### config.mk
export PLATFORM = sky130hd
export DESIGN_NAME = aslo_top
export DESIGN_NICKNAME = d
export VERILOG_FILES = /design/src/logic/aslo_top.v
export VERILOG_INCLUDE_DIRS = /design/src /design/src/logic
export SDC_FILE = /design/constraint.sdc
export NUM_CORES = 1
export LEC_CHECK = 0
export BUFFER_PORTS_ARGS = -buffer_cell sky130_fd_sc_hd__buf_2
export CORE_UTILIZATION = 55
export CTS_CLUSTER_SIZE = 10
export DETAILED_ROUTE_END_ITERATION = 12
export PLACE_DENSITY = 0.71
export SLEW_MARGIN = 20
export SYNTH_ARGS = -nofsm -noshare
export SYNTH_HDL_FRONTEND = slang
export SYNTH_SLANG_ARGS = --single-unit
### constraint.sdc
create_clock -name clk_in -period 53.8 [get_ports clk_in]
set_input_delay 8.07 -clock clk_in [delete_from_list [all_inputs] [get_ports clk_in]]
set_output_delay 8.07 -clock clk_in [all_outputs]
set_load 0.05 [all_outputs]
### src/logic/aslo_regs.vh
/*
  constants for the serial lvds output block: modes, widths, latencies.
  assumes inclusion by aslo_top.v only; definitions only.
*/
`ifndef ASLO_REGS_VH
`define ASLO_REGS_VH
// ==========================================================
// output wire modes
`define ASLO_WIRE_TWO      2'h0
`define ASLO_WIRE_ONE      2'h1
`define ASLO_WIRE_HALF     2'h2
// ==========================================================
// decimation modes
`define ASLO_DEC_OFF       2'h0
`define ASLO_DEC_REAL2     2'h1
`define ASLO_DEC_CPLX2     2'h2
`define ASLO_DEC_HIGH      2'h3
// ==========================================================
// latencies in output sample periods
`define ASLO_LAT_TWO       5'h02
`define ASLO_LAT_ONE       5'h01
`define ASLO_LAT_REAL2     5'h15
`define ASLO_LAT_CPLX2     5'h16
`define ASLO_LAT_HIGH      5'h17
`define ASLO_DLY_DEPTH     26
// ==========================================================
// bits per lane per output sample
`define ASLO_BITS_TWO      6'h08
`define ASLO_BITS_ONE      6'h10
`define ASLO_BITS_HALF     6'h20
`define ASLO_SAMPLE_W      16
`define ASLO_WORD_W        32
`define ASLO_LANES         4
// ==========================================================
// programming port
`define ASLO_SCLK_MAX_MHZ  20
`define ASLO_SCLK_MIN_PERIOD_NS (1000 / `ASLO_SCLK_MAX_MHZ)
`define ASLO_CLK_PERIOD_NS 5
`define ASLO_SCLK_MIN_CYC  (`ASLO_SCLK_MIN_PERIOD_NS / `ASLO_CLK_PERIOD_NS)
`define ASLO_SPI_HDR_BITS  4'h8
`define ASLO_SPI_LAST_BIT  4'hf
`endif

### src/logic/aslo_top.v
/*
  serial lvds output stage of a dual 16-bit converter with latency line,
  sync capture and a read-only serial programming port.
  assumes sample clock, bit clock, sync and the serial port pins are
  asynchronous to clk_in and much slower; samples come from clk_in logic.
*/
`timescale 1ns/10ps
`include "aslo_regs.vh"

module aslo_top
(
  input  wire        clk_in,
  input  wire        rstn_in,
  input  wire        sample_clk_in,
  input  wire        bit_clock_input_in,
  input  wire        sync_in,
  input  wire [15:0] ch_a_sample_in,
  input  wire [15:0] ch_b_sample_in,
  input  wire [1:0]  wire_mode_in,
  input  wire [1:0]  dec_mode_in,
  input  wire        sclk_in,
  input  wire        serial_enable_n_in,
  input  wire        sdio_in,
  output reg         output_bit_clock_out,
  output reg         lane_a_first_out,
  output reg         lane_a_second_out,
  output reg         lane_b_first_out,
  output reg         lane_b_second_out,
  output reg         sync_seen_out,
  output reg         sdio_out,
  output reg         sdio_oe_out
);

  // ==========================================================
  // pin synchronisers, two flops then one history flop
  reg  [5:0] meta_q;
  reg  [5:0] sync2_q;
  reg  [5:0] hist_q;
  wire       smp_rise;
  wire       smp_fall;
  wire       bck_rise;
  wire       bck_fall;
  wire       sck_rise;
  wire       sck_fall;
  wire       sync_lvl;
  wire       sen_lvl;
  wire       sdi_lvl;
  always @(posedge clk_in)
  begin
    if (!rstn_in)
    begin
      meta_q  <= 6'h00;
      sync2_q <= 6'h00;
      hist_q  <= 6'h00;
    end
    else
    begin
      meta_q  <= {sdio_in, serial_enable_n_in, sclk_in, sync_in,
                  bit_clock_input_in, sample_clk_in};
      sync2_q <= meta_q;
      hist_q  <= sync2_q;
    end
  end
  assign smp_rise = sync2_q[0] & ~hist_q[0];
  assign smp_fall = ~sync2_q[0] & hist_q[0];
  assign bck_rise = sync2_q[1] & ~hist_q[1];
  assign bck_fall = ~sync2_q[1] & hist_q[1];
  assign sync_lvl = sync2_q[2];
  assign sck_rise = sync2_q[3] & ~hist_q[3];
  assign sck_fall = ~sync2_q[3] & hist_q[3];
  assign sen_lvl  = sync2_q[4];
  assign sdi_lvl  = sync2_q[5];

  // ==========================================================
  // latency line, one entry per sample period
  reg  [31:0] dly_q [0:`ASLO_DLY_DEPTH-1];
  reg  [4:0]  lat_tap;
  reg  [5:0]  bits_per;
  integer     i;
  always @*
  begin
    lat_tap = (wire_mode_in == `ASLO_WIRE_TWO) ? `ASLO_LAT_TWO
                                               : `ASLO_LAT_ONE;
    case (dec_mode_in)
      `ASLO_DEC_REAL2: lat_tap = lat_tap + `ASLO_LAT_REAL2;
      `ASLO_DEC_CPLX2: lat_tap = lat_tap + `ASLO_LAT_CPLX2;
      `ASLO_DEC_HIGH:  lat_tap = lat_tap + `ASLO_LAT_HIGH;
      default:         lat_tap = lat_tap;
    endcase
  end

  always @(posedge clk_in)
  begin
    if (!rstn_in)
    begin
      for (i = 0; i < `ASLO_DLY_DEPTH; i = i + 1)
        dly_q[i] <= 32'h0000_0000;
    end
    else if (smp_rise)
    begin
      dly_q[0] <= {ch_a_sample_in, ch_b_sample_in};
      for (i = 1; i < `ASLO_DLY_DEPTH; i = i + 1)
        dly_q[i] <= dly_q[i-1];
    end
  end
  wire [31:0] tap_word = dly_q[lat_tap];
  wire [15:0] tap_a    = tap_word[31:16];
  wire [15:0] tap_b    = tap_word[15:0];

  // ==========================================================
  // sync capture on the sampling clock rising edge
  reg sync_q;
  always @(posedge clk_in)
  begin
    if (!rstn_in)
    begin
      sync_q        <= 1'b0;
      sync_seen_out <= 1'b0;
    end
    else if (smp_rise)
    begin
      sync_q        <= sync_lvl;
      sync_seen_out <= sync_lvl;
    end
  end

  // ==========================================================
  // lane load words and serialisers
  reg [31:0] load_w [0:`ASLO_LANES-1];
  always @*
  begin
    load_w[0] = 32'h0000_0000;
    load_w[1] = 32'h0000_0000;
    load_w[2] = 32'h0000_0000;
    load_w[3] = 32'h0000_0000;
    bits_per  = `ASLO_BITS_TWO;
    case (wire_mode_in)
      `ASLO_WIRE_TWO:
      begin
        load_w[0] = {tap_a[15:8], 24'h00_0000};
        load_w[1] = {tap_a[7:0], 24'h00_0000};
        load_w[2] = {tap_b[15:8], 24'h00_0000};
        load_w[3] = {tap_b[7:0], 24'h00_0000};
        bits_per  = `ASLO_BITS_TWO;
      end
      `ASLO_WIRE_ONE:
      begin
        load_w[0] = {tap_a, 16'h0000};
        load_w[2] = {tap_b, 16'h0000};
        bits_per  = `ASLO_BITS_ONE;
      end
      `ASLO_WIRE_HALF:
      begin
        load_w[0] = tap_word;
        bits_per  = `ASLO_BITS_HALF;
      end
      default:         bits_per  = `ASLO_BITS_TWO;
    endcase
  end

  reg  [5:0] bit_cnt_q;
  wire       frame_load = smp_fall | (smp_rise & sync_lvl & ~sync_q);
  wire       bit_go     = bck_rise & (bit_cnt_q != 6'h00);
  wire [3:0] lane_bit;
  always @(posedge clk_in)
  begin
    if (!rstn_in)
      bit_cnt_q <= 6'h00;
    // frame start on sample fall, sync realigns
    else if (frame_load)
      bit_cnt_q <= bits_per;
    else if (bit_go)
      bit_cnt_q <= bit_cnt_q - 6'h01;
  end
  genvar g;
  generate
    for (g = 0; g < `ASLO_LANES; g = g + 1)
    begin : g_lane
      reg [31:0] sr_q;
      reg        bit_q;
      always @(posedge clk_in)
      begin
        if (!rstn_in)
        begin
          sr_q  <= 32'h0000_0000;
          bit_q <= 1'b0;
        end
        else if (frame_load)
          sr_q  <= load_w[g];
        else if (bit_go)
        begin
          bit_q <= sr_q[31];
          sr_q  <= {sr_q[30:0], 1'b0};
        end
      end
      // bit leaves on the clock rise edge, not one cycle later
      assign lane_bit[g] = bit_go ? sr_q[31] : bit_q;
    end
  endgenerate

  // ==========================================================
  // output flops; data and clock move in the same cycle
  always @(posedge clk_in)
  begin
    if (!rstn_in)
    begin
      output_bit_clock_out <= 1'b0;
      lane_a_first_out     <= 1'b0;
      lane_a_second_out    <= 1'b0;
      lane_b_first_out     <= 1'b0;
      lane_b_second_out    <= 1'b0;
    end
    else
    begin
      // clock derived from bit clock input
      if (bck_rise)
        output_bit_clock_out <= 1'b1;
      else if (bck_fall)
        output_bit_clock_out <= 1'b0;
      lane_a_first_out  <= lane_bit[0];
      lane_a_second_out <= lane_bit[1];
      lane_b_first_out  <= lane_bit[2];
      lane_b_second_out <= lane_bit[3];
    end
  end

  // ==========================================================
  // serial programming port, read-only status byte
  reg  [3:0] spi_cnt_q;
  reg  [7:0] spi_hdr_q;
  wire [7:0] status_byte = {sync_q, 1'b0, dec_mode_in, 2'h0, wire_mode_in};
  wire       spi_read    = spi_hdr_q[7];

  always @(posedge clk_in)
  begin
    if (!rstn_in)
    begin
      spi_cnt_q   <= 4'h0;
      spi_hdr_q   <= 8'h00;
      sdio_out    <= 1'b0;
      sdio_oe_out <= 1'b0;
    end
    else if (sen_lvl)
    begin
      spi_cnt_q   <= 4'h0;
      spi_hdr_q   <= 8'h00;
      sdio_oe_out <= 1'b0;
    end
    else
    begin
      if (sck_rise)
      begin
        if (spi_cnt_q < `ASLO_SPI_HDR_BITS)
          spi_hdr_q <= {spi_hdr_q[6:0], sdi_lvl};
        if (spi_cnt_q != `ASLO_SPI_LAST_BIT)
          spi_cnt_q <= spi_cnt_q + 4'h1;
      end
      if (sck_fall && spi_read && spi_cnt_q >= `ASLO_SPI_HDR_BITS)
      begin
        sdio_oe_out <= 1'b1;
        sdio_out    <= status_byte[3'h7 - spi_cnt_q[2:0]];
      end
      else if (sck_fall)
        sdio_oe_out <= 1'b0;
    end
  end

endmodule // aslo_top

==> out/metrics.cfg <==
[global_routing]
grt_first_pass_wirelength_mm=101
grt_max_degree=215
track_usage_pct=18.3
grt_pass1_vias=18801
grt_antenna_before_repair=4
grt_remaining_overflow=0

[yosys]
synthFlopType=edfxtp_1
synth_edf_count=832
synth_cells=2488
synth_top_area_share_pct=66.7
synth_warnings=0
synth.most_common_cell=and2_1
synthesis.nets=2540
synthTopCellsByArea=edfxtp_1 67%, and2_1 14%, dfxtp_1 5.8%
avgSynthCellArea_um2=15.0
synthesis.area_um2=37400
synthArstFlopShare_pct=0
ys_seq_area_share_pct=72.6
synth_top_area_cell=edfxtp_1
synthTopCellsByCount=854 x and2_1, 832 x edfxtp_1, 115 x clkbuf_1
ys_types=56
synth-seq-cells=941

[timing]
worst_slack_ps=41950
maxSlewHeadroom_pct=24.2
finalHoldViolCount=0
skew_ps=29.4
period_minus_slack_ps=11850
slew_viol_final=0
fmax_mhz=84.4
fin_crit_sh_pct=22.0
rsz0062_at_grt=no
tns_ps=0
setup_viol=0
worst_slew_pin_slew_ps=1130

[hold_path]
hold_class=reg -> reg

[route]
drc=0
avgRoutedWirePerCell_um=18.2
vias=18894
drt_iter0_markers=1724
firstDrtPassIters=5
via_per_inst=5.48
ant_nets=0
totalWireLength_mm=62.6

[power]
power.density_nw_per_um2=37.5
p_leak_nw=15.2
peakVddDrop_mv=0.0291

[worst_setup_path]
cp-startpoint=rstn_in
reg2reg_slack_ps=50190
cp_data_required_time_ps=54300
crit_type=in -> reg
cp.arrival_ps=12350
cp-endpoint=dly_q[1][29]
worst_r2r_path_depth=6
critPathLaunchType=input pin
r2r-end=dly_q[1][29]
cp-end-kind=register
reg2reg_from=hist_q[0]
crit_path_max_fanout=147

[job]
drv_cap=0

[cts]
cts_root_buf=clkbuf_16
cts.clk_slew.worst_paths_ps=50
cts_hold_buf=0
h-tree-depth=3
cts-buffers-inserted=104
clockBufferDepth=3
cts_tree=yes
post_cts_buffers=0
worstSkewPairLatency_ps=650
cts.sinks=941
cts_resized=0

[final_layout]
final_util_pct=61.4
final_area_um2=41300
final_cells=3448
drive_gt1_share_pct=11.8
layout.nets=2565
area_delta_synth_final_pct=10.3

[place]
pre_cts_ws_ps=40660
port_buffers=51
dpl.cell_count=3279
place.gp.congestion=0.795
place_area_um2=38300
dpl.hpwl_mm=34.5

[floorplanning]
io_pins=52
die_h_um=263
dieArea_um2=69100
rows=95
coreArea_um2=67300
initial_utilization_pct=55.7
die_w_um=263

[status]
outcome=complete, no violations

[flip-flops by register name (all words and copies together), names as in the netlist]
name	cells
hist_q	3
sync2_q	6
lane_b_second_out	1
dly_q	832
lane_b_first_out	1
meta_q	6
g_lane.bit_q	4
sdio_out	1
output_bit_clock_out	1
bit_cnt_q	6
lane_a_first_out	1
sdio_oe_out	1
g_lane.sr_q	64
sync_q	1
lane_a_second_out	1
spi_hdr_q	8
spi_cnt_q	4
[per-layer routing]
metal  share of wire (%)  GRT usage (%)
met1                  48           27.5
met2                  45           27.4
met3                 5.0           3.42
met4                 2.0           5.42
met5                   0              0
[worst min-delay path by stage]
| stage | start | endpoint | slack (ps) | cells after the start |
|---|---|---|---|---|
| after detailed placement | meta_q[0] | sync2_q[0] | 430 | 1 |
| after CTS | meta_q[1] | sync2_q[1] | 440 | 1 |
| after global routing | meta_q[1] | sync2_q[1] | 460 | 1 |
| after floorplan | sync2_q[2] | sync_q | 410 | 2 |
| final | meta_q[1] | sync2_q[1] | 440 | 1 |
| after global placement | meta_q[4] | sync2_q[4] | 420 | 1 |
[power by group]
part	switching, W	internal, W	leakage, nW
Combinational	0.0000441	0.0000252	4.21
Clock	0.000265	0.000361	1.42
Sequential	0.0000135	0.000840	9.58
Total	0.000322	0.00123	15.2
[cell usage in the layout, fill, tap and decap left out, drive strengths merged, types with 18 or more instances in the layout]
cell type,synthesis,final
o22ai,43,43
mux2i,52,52
o21ai,48,48
and2,854,854
mux2,97,97
dfxtp,109,109
buf,42,76
a2bb2oi,27,27
a21oi,23,23
edfxtp,832,832
nor2,32,32
o32ai,19,19
nand2,18,18
clkbuf,115,160
or3,28,28
[area by class of cell]
cell class / instances / area [µm²]
Sequential cell: 941 / 27200
Fill cell: 4896 / 26000
Multi-Input combinational cell: 1381 / 9550
Clock buffer: 160 / 2840
Tap cell: 873 / 1090
Timing Repair Buffer: 76 / 500
Clock inverter: 7 / 126
Inverter: 9 / 33.8
Antenna cell: 1 / 2.50
[per-stage QoR]
stage	hold slack, ps	power (W)
6_report	438	0.00155
5_1_grt	456	0.00160
4_1_cts	441	0.00156
3_5_place_dp	426	0.000937
3_3_place_gp	423	0.000934
2_1_floorplan	408	0.000947
[cell families after synthesis]
logic type,after synthesis,share of synthesized area [%]
XOR/XNOR,4,0.0936
flip-flops,941,72.6
buffers and inverters,166,2.05
AO/OA/AOI/OAI,215,3.96
AND/OR/NAND/NOR,998,16.3
adder cells (fa/ha/maj),8,0.267
multiplexers,156,4.73
[worst max-delay path, cell delays in order]
cell and delay (ps):
buf_6 500, clkinv_1 660, nor2_4 470, buf_6 620, buf_6 690, buf_4 800
and2_1 240
(Power assumes the default switching activity.)
